===== src/rtl/link_cfg_pkg.sv =====
// Constants for the serial link configuration register bank
package link_cfg_pkg;

  // Register indices and byte addresses (index times four)
  localparam logic [9:0]  IDX_REALIGN   = 10'h0A0;
  localparam logic [9:0]  IDX_TERM      = 10'h0A1;
  localparam logic [9:0]  IDX_LINK_EN   = 10'h100;
  localparam logic [9:0]  IDX_MODE      = 10'h101;
  localparam logic [9:0]  IDX_STREAMS   = 10'h102;
  localparam logic [9:0]  IDX_CONTROL   = 10'h103;
  localparam logic [9:0]  IDX_STATUS    = 10'h110;
  localparam logic [9:0]  IDX_VIOLATION = 10'h111;
  localparam int          ADDR_W        = 12;
  localparam logic [11:0] ADDR_REALIGN   = {IDX_REALIGN, 2'b00};
  localparam logic [11:0] ADDR_TERM      = {IDX_TERM, 2'b00};
  localparam logic [11:0] ADDR_LINK_EN   = {IDX_LINK_EN, 2'b00};
  localparam logic [11:0] ADDR_MODE      = {IDX_MODE, 2'b00};
  localparam logic [11:0] ADDR_STREAMS   = {IDX_STREAMS, 2'b00};
  localparam logic [11:0] ADDR_CONTROL   = {IDX_CONTROL, 2'b00};
  localparam logic [11:0] ADDR_STATUS    = {IDX_STATUS, 2'b00};
  localparam logic [11:0] ADDR_VIOLATION = {IDX_VIOLATION, 2'b00};

  // Reset values
  localparam logic [7:0] RST_REALIGN = 8'h00;
  localparam logic [7:0] RST_TERM    = 8'h00;
  localparam logic [7:0] RST_LINK_EN = 8'h00;
  localparam logic [7:0] RST_MODE    = 8'h00;
  localparam logic [7:0] RST_STREAMS = 8'h01;
  localparam logic [7:0] RST_CONTROL = 8'h03;

  // Field positions
  localparam int BIT_ENABLE    = 0;
  localparam int MODE_MSB      = 5;
  localparam int STREAMS_MSB   = 3;
  localparam int VIO_MODE      = 0;
  localparam int VIO_STREAMS   = 1;
  localparam int VIO_CONTROL   = 2;
  localparam int VIO_LINK_EN   = 3;

  // Last multiframe counter value; the period is 32 clock cycles
  localparam logic [7:0] LMFC_LAST = 8'h1F;

  // AXI responses
  localparam logic [1:0] RESP_OKAY   = 2'b00;
  localparam logic [1:0] RESP_SLVERR = 2'b10;

endpackage


===== src/rtl/lane_calc_if.sv =====
// Carrier between the register bank and the lane count calculator
`timescale 1ns/1ps
`default_nettype none
interface lane_calc_if;
  logic [3:0] streams;
  logic [4:0] stream_max;
  logic [4:0] lane_base;
  logic [7:0] lanes;
  modport owner (output streams, stream_max, lane_base, input lanes);
  modport calc  (input streams, stream_max, lane_base, output lanes);
endinterface
`default_nettype wire


===== src/rtl/lane_calc.sv =====
// Lane count: low eight bits of ceiling of streams times lane base over stream maximum
`timescale 1ns/1ps
`default_nettype none
module lane_calc (
  lane_calc_if.calc bus
);

  logic [8:0] total;
  logic [8:0] divisor;
  logic [8:0] whole;
  logic [8:0] part;

  // Product fits nine bits: 15 streams times base 31 at most
  assign total   = {5'h00, bus.streams} * {4'h0, bus.lane_base};
  assign divisor = {4'h0, bus.stream_max};
  assign whole   = total / divisor;
  assign part    = total % divisor;

  // Zero stream maximum gives zero lanes rather than a bogus count
  always_comb begin
    if (bus.stream_max == 5'h00) begin
      bus.lanes = 8'h00;
    end else begin
      bus.lanes = 8'(whole + {8'h00, part != 9'h000});
    end
  end

endmodule
`default_nettype wire


===== src/rtl/serial_link_config_regs.sv =====
// Serial link configuration register bank with AXI4-Lite slave
//
// Summary of operation
// - With realign enabled, every detected reference edge realigns timing.
// - A realignment acts on the clock divider, and on the link logic only while link enable is 1.
// - Link enable at 0 holds the link in reset and the PHY disabled.
// - Link enable at 0 holds the multiframe counter so edges cannot align it.
// - The interface mode is a six-bit read/write field resetting to zero.
// - The stream count is a four-bit read/write field resetting to one.
// - While link enable is 1, lanes enabled equal the low eight bits of ceiling of streams times base over stream max.
// - A stored bit picks differential (0) or single-ended (1) termination.
`timescale 1ns/1ps
`default_nettype none
module serial_link_config_regs (
  // Clock and reset
  input  wire logic        clk,
  input  wire logic        reset,
  // AXI4-Lite write address
  input  wire logic [11:0] s_axi_awaddr,
  input  wire logic        s_axi_awvalid,
  output logic             s_axi_awready,
  // AXI4-Lite write data
  input  wire logic [31:0] s_axi_wdata,
  input  wire logic [3:0]  s_axi_wstrb,
  input  wire logic        s_axi_wvalid,
  output logic             s_axi_wready,
  // AXI4-Lite write response
  output logic [1:0]       s_axi_bresp,
  output logic             s_axi_bvalid,
  input  wire logic        s_axi_bready,
  // AXI4-Lite read address
  input  wire logic [11:0] s_axi_araddr,
  input  wire logic        s_axi_arvalid,
  output logic             s_axi_arready,
  // AXI4-Lite read data
  output logic [31:0]      s_axi_rdata,
  output logic [1:0]       s_axi_rresp,
  output logic             s_axi_rvalid,
  input  wire logic        s_axi_rready,
  // Device state inputs
  input  wire logic        datapath_enable,
  input  wire logic        sysref_edge,
  input  wire logic [4:0]  mode_stream_max,
  input  wire logic [4:0]  mode_lane_base,
  // Timing alignment outputs
  output logic             divider_realign,
  output logic             link_realign,
  output logic [7:0]       lmfc_phase,
  output logic             lmfc_tick,
  // Link configuration outputs
  output logic             link_reset,
  output logic             phy_enable,
  output logic             ref_term_single_ended_sel,
  output logic [5:0]       link_mode_select,
  output logic [3:0]       stream_count,
  output logic [7:0]       link_control,
  output logic [7:0]       lane_count
);

  // Stored register images, reserved bits included
  logic [7:0]  edge_realign_control_reg;
  logic [7:0]  ref_termination_config_reg;
  logic [7:0]  link_subsystem_enable_reg;
  logic [7:0]  link_mode_select_reg;
  logic [7:0]  stream_count_reg;
  logic [7:0]  link_control_reg;
  logic [3:0]  violation_reg;
  logic [3:0]  violation_next;

  // Write channel holding state
  logic [11:0] wr_addr_reg;
  logic [31:0] wr_data_reg;
  logic [3:0]  wr_strb_reg;
  logic        aw_take;
  logic        w_take;
  logic        do_write;
  logic        wr_lane0;
  logic [7:0]  wr_byte;

  // Read path
  logic        ar_take;
  logic [31:0] rd_word;
  logic        rd_hit;

  // Timing
  logic        edge_realign_enable;
  logic        link_on;
  logic        realign_now;
  logic [7:0]  lmfc_count_reg;

  lane_calc_if calc_bus ();

  assign edge_realign_enable = edge_realign_control_reg[link_cfg_pkg::BIT_ENABLE];
  assign link_on  = link_subsystem_enable_reg[link_cfg_pkg::BIT_ENABLE];
  assign aw_take  = s_axi_awvalid && s_axi_awready;
  assign w_take   = s_axi_wvalid && s_axi_wready;
  assign ar_take  = s_axi_arvalid && s_axi_arready;
  // Both halves held and no response outstanding
  assign do_write = !s_axi_awready && !s_axi_wready && !s_axi_bvalid;
  assign wr_lane0 = do_write && wr_strb_reg[0];
  assign wr_byte  = wr_data_reg[7:0];

  // ---------------- AXI write channels ----------------

  always_ff @(posedge clk or posedge reset) begin
    if (reset) begin
      s_axi_awready <= 1'b1;
      wr_addr_reg   <= 12'h000;
    end else if (aw_take) begin
      s_axi_awready <= 1'b0;
      wr_addr_reg   <= s_axi_awaddr;
    end else if (s_axi_bvalid && s_axi_bready) begin
      s_axi_awready <= 1'b1;
    end
  end

  always_ff @(posedge clk or posedge reset) begin
    if (reset) begin
      s_axi_wready <= 1'b1;
      wr_data_reg  <= 32'h0000_0000;
      wr_strb_reg  <= 4'h0;
    end else if (w_take) begin
      s_axi_wready <= 1'b0;
      wr_data_reg  <= s_axi_wdata;
      wr_strb_reg  <= s_axi_wstrb;
    end else if (s_axi_bvalid && s_axi_bready) begin
      s_axi_wready <= 1'b1;
    end
  end

  always_ff @(posedge clk or posedge reset) begin
    if (reset) begin
      s_axi_bvalid <= 1'b0;
      s_axi_bresp  <= link_cfg_pkg::RESP_OKAY;
    end else if (do_write) begin
      s_axi_bvalid <= 1'b1;
      case (wr_addr_reg)
        link_cfg_pkg::ADDR_REALIGN,
        link_cfg_pkg::ADDR_TERM,
        link_cfg_pkg::ADDR_LINK_EN,
        link_cfg_pkg::ADDR_MODE,
        link_cfg_pkg::ADDR_STREAMS,
        link_cfg_pkg::ADDR_CONTROL,
        link_cfg_pkg::ADDR_STATUS,
        link_cfg_pkg::ADDR_VIOLATION: begin
          s_axi_bresp <= link_cfg_pkg::RESP_OKAY;
        end
        default: begin
          s_axi_bresp <= link_cfg_pkg::RESP_SLVERR;
        end
      endcase
    end else if (s_axi_bvalid && s_axi_bready) begin
      s_axi_bvalid <= 1'b0;
    end
  end

  // ---------------- Register storage ----------------
  // Full bytes are kept so reserved bits read back as written

  always_ff @(posedge clk or posedge reset) begin
    if (reset) begin
      edge_realign_control_reg <= link_cfg_pkg::RST_REALIGN;
    end else if (wr_lane0 && wr_addr_reg == link_cfg_pkg::ADDR_REALIGN) begin
      edge_realign_control_reg <= wr_byte;
    end
  end

  always_ff @(posedge clk or posedge reset) begin
    if (reset) begin
      ref_termination_config_reg <= link_cfg_pkg::RST_TERM;
    end else if (wr_lane0 && wr_addr_reg == link_cfg_pkg::ADDR_TERM) begin
      ref_termination_config_reg <= wr_byte;
    end
  end

  // No interlock in hardware: software sequencing is trusted and audited
  always_ff @(posedge clk or posedge reset) begin
    if (reset) begin
      link_subsystem_enable_reg <= link_cfg_pkg::RST_LINK_EN;
    end else if (wr_lane0 && wr_addr_reg == link_cfg_pkg::ADDR_LINK_EN) begin
      link_subsystem_enable_reg <= wr_byte;
    end
  end

  always_ff @(posedge clk or posedge reset) begin
    if (reset) begin
      link_mode_select_reg <= link_cfg_pkg::RST_MODE;
    end else if (wr_lane0 && wr_addr_reg == link_cfg_pkg::ADDR_MODE) begin
      link_mode_select_reg <= wr_byte;
    end
  end

  always_ff @(posedge clk or posedge reset) begin
    if (reset) begin
      stream_count_reg <= link_cfg_pkg::RST_STREAMS;
    end else if (wr_lane0 && wr_addr_reg == link_cfg_pkg::ADDR_STREAMS) begin
      stream_count_reg <= wr_byte;
    end
  end

  always_ff @(posedge clk or posedge reset) begin
    if (reset) begin
      link_control_reg <= link_cfg_pkg::RST_CONTROL;
    end else if (wr_lane0 && wr_addr_reg == link_cfg_pkg::ADDR_CONTROL) begin
      link_control_reg <= wr_byte;
    end
  end

  // ---------------- Sequencing violation flags ----------------
  // Sticky, write one to clear; a new violation wins over the clear

  always_comb begin
    violation_next = violation_reg;
    if (wr_lane0 && wr_addr_reg == link_cfg_pkg::ADDR_VIOLATION) begin
      violation_next = violation_reg & ~wr_byte[3:0];
    end
    if (wr_lane0 && link_on) begin
      if (wr_addr_reg == link_cfg_pkg::ADDR_MODE) begin
        violation_next[link_cfg_pkg::VIO_MODE] = 1'b1;
      end
      if (wr_addr_reg == link_cfg_pkg::ADDR_CONTROL) begin
        violation_next[link_cfg_pkg::VIO_CONTROL] = 1'b1;
      end
    end
    if (wr_lane0 && (link_on || datapath_enable)
        && wr_addr_reg == link_cfg_pkg::ADDR_STREAMS) begin
      violation_next[link_cfg_pkg::VIO_STREAMS] = 1'b1;
    end
    if (wr_lane0 && datapath_enable
        && wr_addr_reg == link_cfg_pkg::ADDR_LINK_EN) begin
      violation_next[link_cfg_pkg::VIO_LINK_EN] = 1'b1;
    end
  end

  always_ff @(posedge clk or posedge reset) begin
    if (reset) begin
      violation_reg <= 4'h0;
    end else begin
      violation_reg <= violation_next;
    end
  end

  // ---------------- AXI read channel ----------------

  always_comb begin
    rd_hit  = 1'b1;
    rd_word = 32'h0000_0000;
    case (s_axi_araddr)
      link_cfg_pkg::ADDR_REALIGN: begin
        rd_word[7:0] = edge_realign_control_reg;
      end
      link_cfg_pkg::ADDR_TERM: begin
        rd_word[7:0] = ref_termination_config_reg;
      end
      link_cfg_pkg::ADDR_LINK_EN: begin
        rd_word[7:0] = link_subsystem_enable_reg;
      end
      link_cfg_pkg::ADDR_MODE: begin
        rd_word[7:0] = link_mode_select_reg;
      end
      link_cfg_pkg::ADDR_STREAMS: begin
        rd_word[7:0] = stream_count_reg;
      end
      link_cfg_pkg::ADDR_CONTROL: begin
        rd_word[7:0] = link_control_reg;
      end
      link_cfg_pkg::ADDR_STATUS: begin
        rd_word[0]    = link_on;
        rd_word[1]    = datapath_enable;
        rd_word[15:8] = lane_count;
        rd_word[23:16] = lmfc_count_reg;
      end
      link_cfg_pkg::ADDR_VIOLATION: begin
        rd_word[3:0] = violation_reg;
      end
      default: begin
        rd_hit = 1'b0;
      end
    endcase
  end

  always_ff @(posedge clk or posedge reset) begin
    if (reset) begin
      s_axi_arready <= 1'b1;
      s_axi_rvalid  <= 1'b0;
      s_axi_rdata   <= 32'h0000_0000;
      s_axi_rresp   <= link_cfg_pkg::RESP_OKAY;
    end else if (ar_take) begin
      s_axi_arready <= 1'b0;
      s_axi_rvalid  <= 1'b1;
      s_axi_rdata   <= rd_word;
      s_axi_rresp   <= rd_hit ? link_cfg_pkg::RESP_OKAY
                              : link_cfg_pkg::RESP_SLVERR;
    end else if (s_axi_rvalid && s_axi_rready) begin
      s_axi_arready <= 1'b1;
      s_axi_rvalid  <= 1'b0;
    end
  end

  // ---------------- Realignment and multiframe counter ----------------

  assign realign_now = sysref_edge && edge_realign_enable;

  // Divider always follows; link side only when the link is running
  always_ff @(posedge clk or posedge reset) begin
    if (reset) begin
      divider_realign <= 1'b0;
      link_realign    <= 1'b0;
    end else begin
      divider_realign <= realign_now;
      link_realign    <= realign_now && link_on;
    end
  end

  always_ff @(posedge clk or posedge reset) begin
    if (reset) begin
      lmfc_count_reg <= 8'h00;
    end else if (!link_on) begin
      lmfc_count_reg <= 8'h00;
    end else if (realign_now) begin
      lmfc_count_reg <= 8'h00;
    end else if (lmfc_count_reg == link_cfg_pkg::LMFC_LAST) begin
      lmfc_count_reg <= 8'h00;
    end else begin
      lmfc_count_reg <= lmfc_count_reg + 8'h01;
    end
  end

  always_ff @(posedge clk or posedge reset) begin
    if (reset) begin
      lmfc_phase <= 8'h00;
      lmfc_tick  <= 1'b0;
    end else begin
      lmfc_phase <= lmfc_count_reg;
      lmfc_tick  <= link_on && (lmfc_count_reg == 8'h00);
    end
  end

  // ---------------- Link control outputs ----------------

  always_ff @(posedge clk or posedge reset) begin
    if (reset) begin
      link_reset <= 1'b1;
      phy_enable <= 1'b0;
    end else begin
      link_reset <= !link_on;
      phy_enable <= link_on;
    end
  end

  always_ff @(posedge clk or posedge reset) begin
    if (reset) begin
      ref_term_single_ended_sel <= 1'b0;
      link_mode_select          <= 6'h00;
      stream_count              <= 4'h1;
      link_control              <= link_cfg_pkg::RST_CONTROL;
    end else begin
      ref_term_single_ended_sel <=
        ref_termination_config_reg[link_cfg_pkg::BIT_ENABLE];
      link_mode_select <= link_mode_select_reg[link_cfg_pkg::MODE_MSB:0];
      stream_count     <= stream_count_reg[link_cfg_pkg::STREAMS_MSB:0];
      link_control     <= link_control_reg;
    end
  end

  // ---------------- Lane count ----------------

  assign calc_bus.streams    = stream_count_reg[link_cfg_pkg::STREAMS_MSB:0];
  assign calc_bus.stream_max = mode_stream_max;
  assign calc_bus.lane_base  = mode_lane_base;

  lane_calc u_lane_calc (
    .bus (calc_bus)
  );

  // Lanes read zero while the link is held off
  always_ff @(posedge clk or posedge reset) begin
    if (reset) begin
      lane_count <= 8'h00;
    end else begin
      lane_count <= link_on ? calc_bus.lanes : 8'h00;
    end
  end

endmodule
`default_nettype wire


===== config.mk =====
export PLATFORM = sky130hd
export DESIGN_NAME = serial_link_config_regs
export DESIGN_NICKNAME = d
export VERILOG_FILES = /design/src/rtl/link_cfg_pkg.sv /design/src/rtl/lane_calc_if.sv /design/src/rtl/lane_calc.sv /design/src/rtl/serial_link_config_regs.sv
export SDC_FILE = /design/constraint.sdc
export NUM_CORES = 1
export LEC_CHECK = 0
export BUFFER_PORTS_ARGS = -buffer_cell sky130_fd_sc_hd__buf_2
export CAP_MARGIN = 10
export CORE_AREA = 2 2 125 127
export CTS_CLUSTER_DIAMETER = 30
export CTS_CLUSTER_SIZE = 25
export DETAILED_ROUTE_END_ITERATION = 6
export DIE_AREA = 0 0 127 129
export GPL_TIMING_DRIVEN = 0
export HOLD_SLACK_MARGIN = 0.1
export PLACE_DENSITY = 0.93
export REMOVE_ABC_BUFFERS = 1
export SKIP_CTS_REPAIR_TIMING = 1
export SLEW_MARGIN = 20
export SYNTH_ARGS = -nofsm -noshare
export SYNTH_HDL_FRONTEND = slang
export SYNTH_HIERARCHICAL = 1
export SYNTH_SLANG_ARGS = --single-unit

===== constraint.sdc =====
create_clock -name clk -period 27 [get_ports clk]
set_clock_uncertainty 0.2 [all_clocks]
set_input_delay 6.75 -clock clk [delete_from_list [all_inputs] [get_ports clk]]
set_output_delay 6.75 -clock clk [all_outputs]
set_load 0.02 [all_outputs]

Yosys cells after proc, flatten, opt, wreduce, memory -nomap -nowiden
Cells that the tools add are included.
{"block": "op_classes", "add_sub_neg": 2, "multipliers": 1, "n_div": 2, "magnitude_cmp": 0, "eq_ne": 17, "n_shift": 0, "muxes": 28, "bitwise_logic": 2, "reduce_logical": 39}
{"op": "$eq A12 B11 Y1 const B", "count": 12}
{"op": "$eq A12 B10 Y1 const B", "count": 4}
{"op": "$mux W8", "count": 5}
{"op": "$pmux W4 S6", "count": 1}
{"op": "$logic_and A1 B1 Y1", "count": 23}
{"op": "$mux W1", "count": 16}
{"op": "$mux W16", "count": 1}
{"op": "$pmux W2 S8", "count": 1}
{"op": "$reduce_or A8 Y1", "count": 2}
{"op": "$pmux W2 S7", "count": 1}
{"op": "$reduce_bool A2 Y1", "count": 6}
{"op": "$div A9 B5 Y9", "count": 1}
{"op": "$mod A9 B5 Y9", "count": 1}
{"op": "$mul A4 B5 Y9", "count": 1}
{"op": "$reduce_bool A9 Y1", "count": 1}
{"op": "$add A8 B1 Y8", "count": 1}
{"op": "$add A8 B1 Y8 const B", "count": 1}
{"op": "$eq A8 B5 Y1 const B", "count": 1}
{"op": "$logic_not A8 Y1", "count": 1}
{"op": "$logic_not A5 Y1", "count": 1}
{"op": "$and A4 B4 Y4", "count": 1}
{"op": "$logic_not A1 Y1", "count": 4}
{"op": "$mux W2", "count": 2}
{"op": "$mux W4", "count": 1}
{"op": "2 further kinds", "count": 2}
{"block": "word_totals", "regBits": 154, "latch_bits": 0, "ramBits": 0, "rom_bits": 0, "output_inout_bits": 81, "word_cells": 123, "memories": 0}

Depth between registers and ports, before layout
{"block": "logic_depth", "word_depth": 8, "ltp_mapped": 85, "ltp_nobuf": 83}

Cells and area by module
Netlist, hierarchy kept.
{"mod": "serial_link_config_regs", "instances": 1, "cells_each": 447, "area_per_inst_um2": 6174.7, "seq_area_each_um2": 3816.2}
{"mod": "lane_calc", "instances": 1, "cells_each": 385, "area_per_inst_um2": 2870.3, "seq_area_each_um2": 0.0}

Worst setup path before layout
No wires, ideal clock.
{"block": "synth_path", "kind": "input-to-reg", "from": "input mode_lane_base[1]", "to": "register lane_count[4]", "setup_time_ps": 119, "arrival_time_ps": 22083, "required_time_ps": 26681, "slack_ps": 4598, "cell_stages": 81, "path_buffers": 2, "cell_sequence": "and2_1 fa_1 inv_1 fa_1 inv_1 ha_1 nor2b_1 o2111ai_1 nand2_1 xor2_1 ha_1 a21boi_0 mux2_4 nand2b_1 inv_1 ha_1 o21a_1 o21a_1 [45 not listed] a21oi_1 ha_1 a21o_1 a21o_1 nor2_1 a21oi_1 nor3_1 a21oi_1 or4b_2 a211oi_1 o21ai_1 ha_1 ha_1 nand2_1 nor2_1 xnor2_1 nor2_1 and2_1"}
{"block": "synth_between", "elab_chain_len": 6, "elab_cells_between_ends": 7, "cone_classes": "add/sub (1); mul (1); div (2); mux (2); reduce/logical (1)"}
{"element": "start, declared", "line": "serial_link_config_regs.sv:44", "source": "input wire logic [4:0] mode_lane_base,"}
{"element": "$mul A4 B5 Y9 (*)", "line": "lane_calc.sv:14", "source": "assign total = {5'h00, bus.streams} * {4'h0, bus.lane_base};"}
{"element": "$mod A9 B5 Y9", "line": "lane_calc.sv:17", "source": "assign part = total % divisor;"}
{"element": "$reduce_bool A9 Y1", "line": "lane_calc.sv:24", "source": "bus.lanes = 8'(whole + {8'h00, part != 9'h000});"}
{"element": "$add A8 B1 Y8 (*)", "line": "lane_calc.sv:24"}
{"element": "$mux W8 (*)", "line": "lane_calc.sv:21", "source": "if (bus.stream_max == 5'h00) begin"}
{"element": "named net calc_bus.lanes[4]", "line": "lane_calc_if.sv:8", "source": "logic [7:0] lanes;"}
{"element": "$mux W8 (*)", "line": "serial_link_config_regs.sv:381", "source": "lane_count <= link_on ? calc_bus.lanes : 8'h00;"}
{"element": "end signal, assigned", "line": "serial_link_config_regs.sv:381"}
{"element": "end, declared", "line": "serial_link_config_regs.sv:57", "source": "output logic [7:0] lane_count"}
Mark *: on every way through the listed nets, which the timed path passes. The rest lies on a longest branch.
A chain may end at the register's enable or synchronous reset.

Final worst setup path
{"block": "layout_path", "from": "input mode_lane_base[0]", "to": "register lane_count[6]"}
Same word-level chain as after synthesis.

==> impl_metrics.csv <==
group,metric,value,unit
timing,rsz0062_at_grt,"false",
drt,routed_wl,22040,um
hold_path,holdPathStages,0,
power,pwr-share-comb,0.309,
hold_path,hp-class,"reg -> reg",
timing,slew_violations,0,
yosys,ys_ff_latch,152,
yosys,synth_ff_type,"dfrtp_1",
die,fp.coreArea,14980,um^2
die,die_h,129,um
drt,ant_nets,0,
drt,dr.first_iter.drc_count,683,
power,switchingPower,255.7,uW
worst_setup_path,cp-end-kind,"register",
worst_setup_path,cp_slowest_cell,"or4b_2",
timing,fin_crit,24.45,ns
clocking,cts_buffer_depth,2,
hold_path,hold_end,"link_control[0]",
power,p_sw_frac,0.3400,
yosys,ys_seq_area_frac,0.4219,
drt,drtPass1Iterations,7,
run_status,status,"finished, violations left",
drt,wl_per_cell,19.01,um
layout,n_fill_cell,1068,
worst_setup_path,cp_slowest_stage_delay,0.64,ns
worst_setup_path,crit_top_cell,"ha_1",
power,ir_worst_vdd,0.05307,mV
place,dp_hpwl,15700,um
worst_setup_path,r2r_cells,79,
timing,setup_viol,0,
drt,route.vias.total,7316,
global_routing,grt_max_degree,113,
global_routing,grt_overflow,0,
global_routing,grt_pass1_wl,36040,um
power,totalPowerFinal,752.3,uW
worst_setup_path,regToRegSetupSlack,8.47,ns
die,start_util,0.6039,
worst_setup_path,worst_ep_arrival_time,24.57,ns
die,die_w,127,um
place,io_buffers,122,
clocking,cts_root_buffer,"clkbuf_16",
timing,post-route-period-util,0.9057,
global_routing,track_usage,0.2751,
clocking,cts_sinks,152,
worst_setup_path,path_class,"in -> reg",
clocking,path_clk_slew,0.06,ns
layout,finish.utilization,0.6964,
timing,final.setup.tns,0,ns
yosys,syn_inst,832,
place,gp_congestion,0.9083,
layout,largest_reg_flops,24,
global_routing,antenna_found_initial,1,
layout,layout.nets,1096,
worst_setup_path,reg2reg_to,"lane_count[6]",
clocking,cts_tree,"built",
worst_setup_path,cp_max_fo,14,
yosys,synth_warnings,6,
job,drv_cap,0,
power,p_int,496.5,uW
layout,stdcell_count,1159,
yosys,synth_edf_count,0,
yosys,ys_async_sr_fraction,1.000,
place,postPlaceCellArea,9822,um^2
hold_path,worstHoldStart,"link_control_reg[0]",
layout,layout_commonest_cell,"dfrtp_1",
yosys,ys_types,94,
power,p_per_area,72.12,nW/um^2
die,io_pins,160,
timing,slew-limit-headroom,0.3173,
layout,drive_above_1_share,0.2804,
timing,finalHoldViolations,0,
clocking,clk_latency,0.42,ns
timing,clock.fmax,0.04089,GHz
clocking,htree_levels,4,
layout,syn2layout_area_growth,15.31,%
layout,layout_common_cells,"dfrtp_1, buf_2, mux2_2",
yosys,synth_area,9045,um^2
worst_setup_path,start_kind,"primary input",
drt,drc,1,
timing,tightest_slew,1.022,ns
die,rows,45,
power,total_leakage_power,5.260,nW
layout,final_cell_area,10430,um^2
clocking,numCtsBuffers,17,
drt,viasPerCell,6.312,
worst_setup_path,cp.required,27.11,ns
die,dieArea,16380,um^2
global_routing,grt_pass1_vias,7293,
place,placedCellCount,1126,
power,clkPwrFrac,0.316,
run_status,violations,"DRC",
power,p_seq_frac,0.375,
yosys,avgSynthCellArea,10.87,um^2
worst_setup_path,rr_startpoint,"stream_count_reg[3]",
-- cells in the mapped netlist (all sizes together) (11+ instances only) --
master | number | area share
nor3 | 23 | 0.015
buf | 19 | 0.013
a22o | 17 | 0.016
o21a | 19 | 0.016
mux2i | 16 | 0.018
nor4 | 17 | 0.016
o21ai | 36 | 0.020
nand3 | 11 | 0.0075
nor2 | 53 | 0.022
inv | 42 | 0.017
a21oi | 30 | 0.017
xor2 | 12 | 0.012
nand2 | 45 | 0.020
ha | 53 | 0.073
dfrtp | 142 | 0.39
and2 | 30 | 0.021
xnor2 | 13 | 0.013
a21o | 14 | 0.012
mux2 | 78 | 0.098
-- power groups by stage --
stage | logic [mW] | registers [mW] | clock network, mW
final | 0.232 | 0.282 | 0.238
after global routing | 0.255 | 0.286 | 0.252
after CTS | 0.230 | 0.281 | 0.239
after detailed placement | 0.227 | 0.285 | 0
after global placement | 0.218 | 0.283 | 0
after floorplan | 0.168 | 0.284 | 0
-- logic make-up (layout without fill, tap and decap cells) --
group           after synthesis  count (layout)  share of synthesized area
fa+ha+maj                    60              60                    0.08881
simple gates                246             246                     0.1621
other cells                   1              11                  0.0004146
flops                       152             152                     0.4219
mux                          96              96                     0.1206
buf+inv                      68             197                    0.03320
compound gates              184             184                     0.1487
xor+xnor                     25              25                    0.02421
-- metrics by stage --
step	hold WS [ns]	setup WS (ns)
2_1_floorplan	0.1572	4.415
3_3_place_gp	0.1655	2.433
3_5_place_dp	0.1652	2.331
4_1_cts	0.1764	2.705
5_1_grt	0.1824	1.097
6_report	0.1777	2.546
-- per-layer routing --
metal | GRT usage | part of all wire | vias to the layer above
li1 | - | - | 3327
met1 | 0.3525 | 0.41 | 3613
met2 | 0.4782 | 0.50 | 323
met3 | 0.04574 | 0.059 | 53
met4 | 0.09373 | 0.023 | 0
met5 | 0 | 0 | -
-- critical path, delay by kind of cell --
| kind | cells | cell delay (ns) |
|---|---|---|
| adders and majority gates | 14 | 4.30 |
| and+or+nand+nor | 19 | 3.61 |
| muxes | 4 | 1.26 |
| xor gates and xnor gates | 2 | 0.34 |
| buffers and inverters | 5 | 0.50 |
| AOI/OAI and AO/OA | 35 | 7.79 |
-- layout make-up --
cell class | instances | area [um^2] | area share
diodes | 1 | 2.502 | 0.0002399
clock buffers | 20 | 456.7 | 0.04379
clock inverters | 12 | 142.6 | 0.01368
inverters | 42 | 165.2 | 0.01583
multi-input cells | 621 | 4974 | 0.4768
flip-flops and latches | 152 | 3816 | 0.3659
well taps | 188 | 235.2 | 0.02255
repair buffers | 123 | 638.1 | 0.06118
-- how the worst max path moves through the flow --
stage	from	to	slack (ns)	depth (start not counted)
global route	mode_lane_base[2]	lane_count[6]	1.10	79
global placement	mode_lane_base[2]	lane_count[4]	2.43	79
detailed placement	mode_lane_base[1]	lane_count[4]	2.33	80
CTS	mode_lane_base[1]	lane_count[4]	2.70	80
floorplan	mode_lane_base[1]	lane_count[4]	4.41	80
finish	mode_lane_base[0]	lane_count[6]	2.55	79
Power figures use the tool's default switching activity.
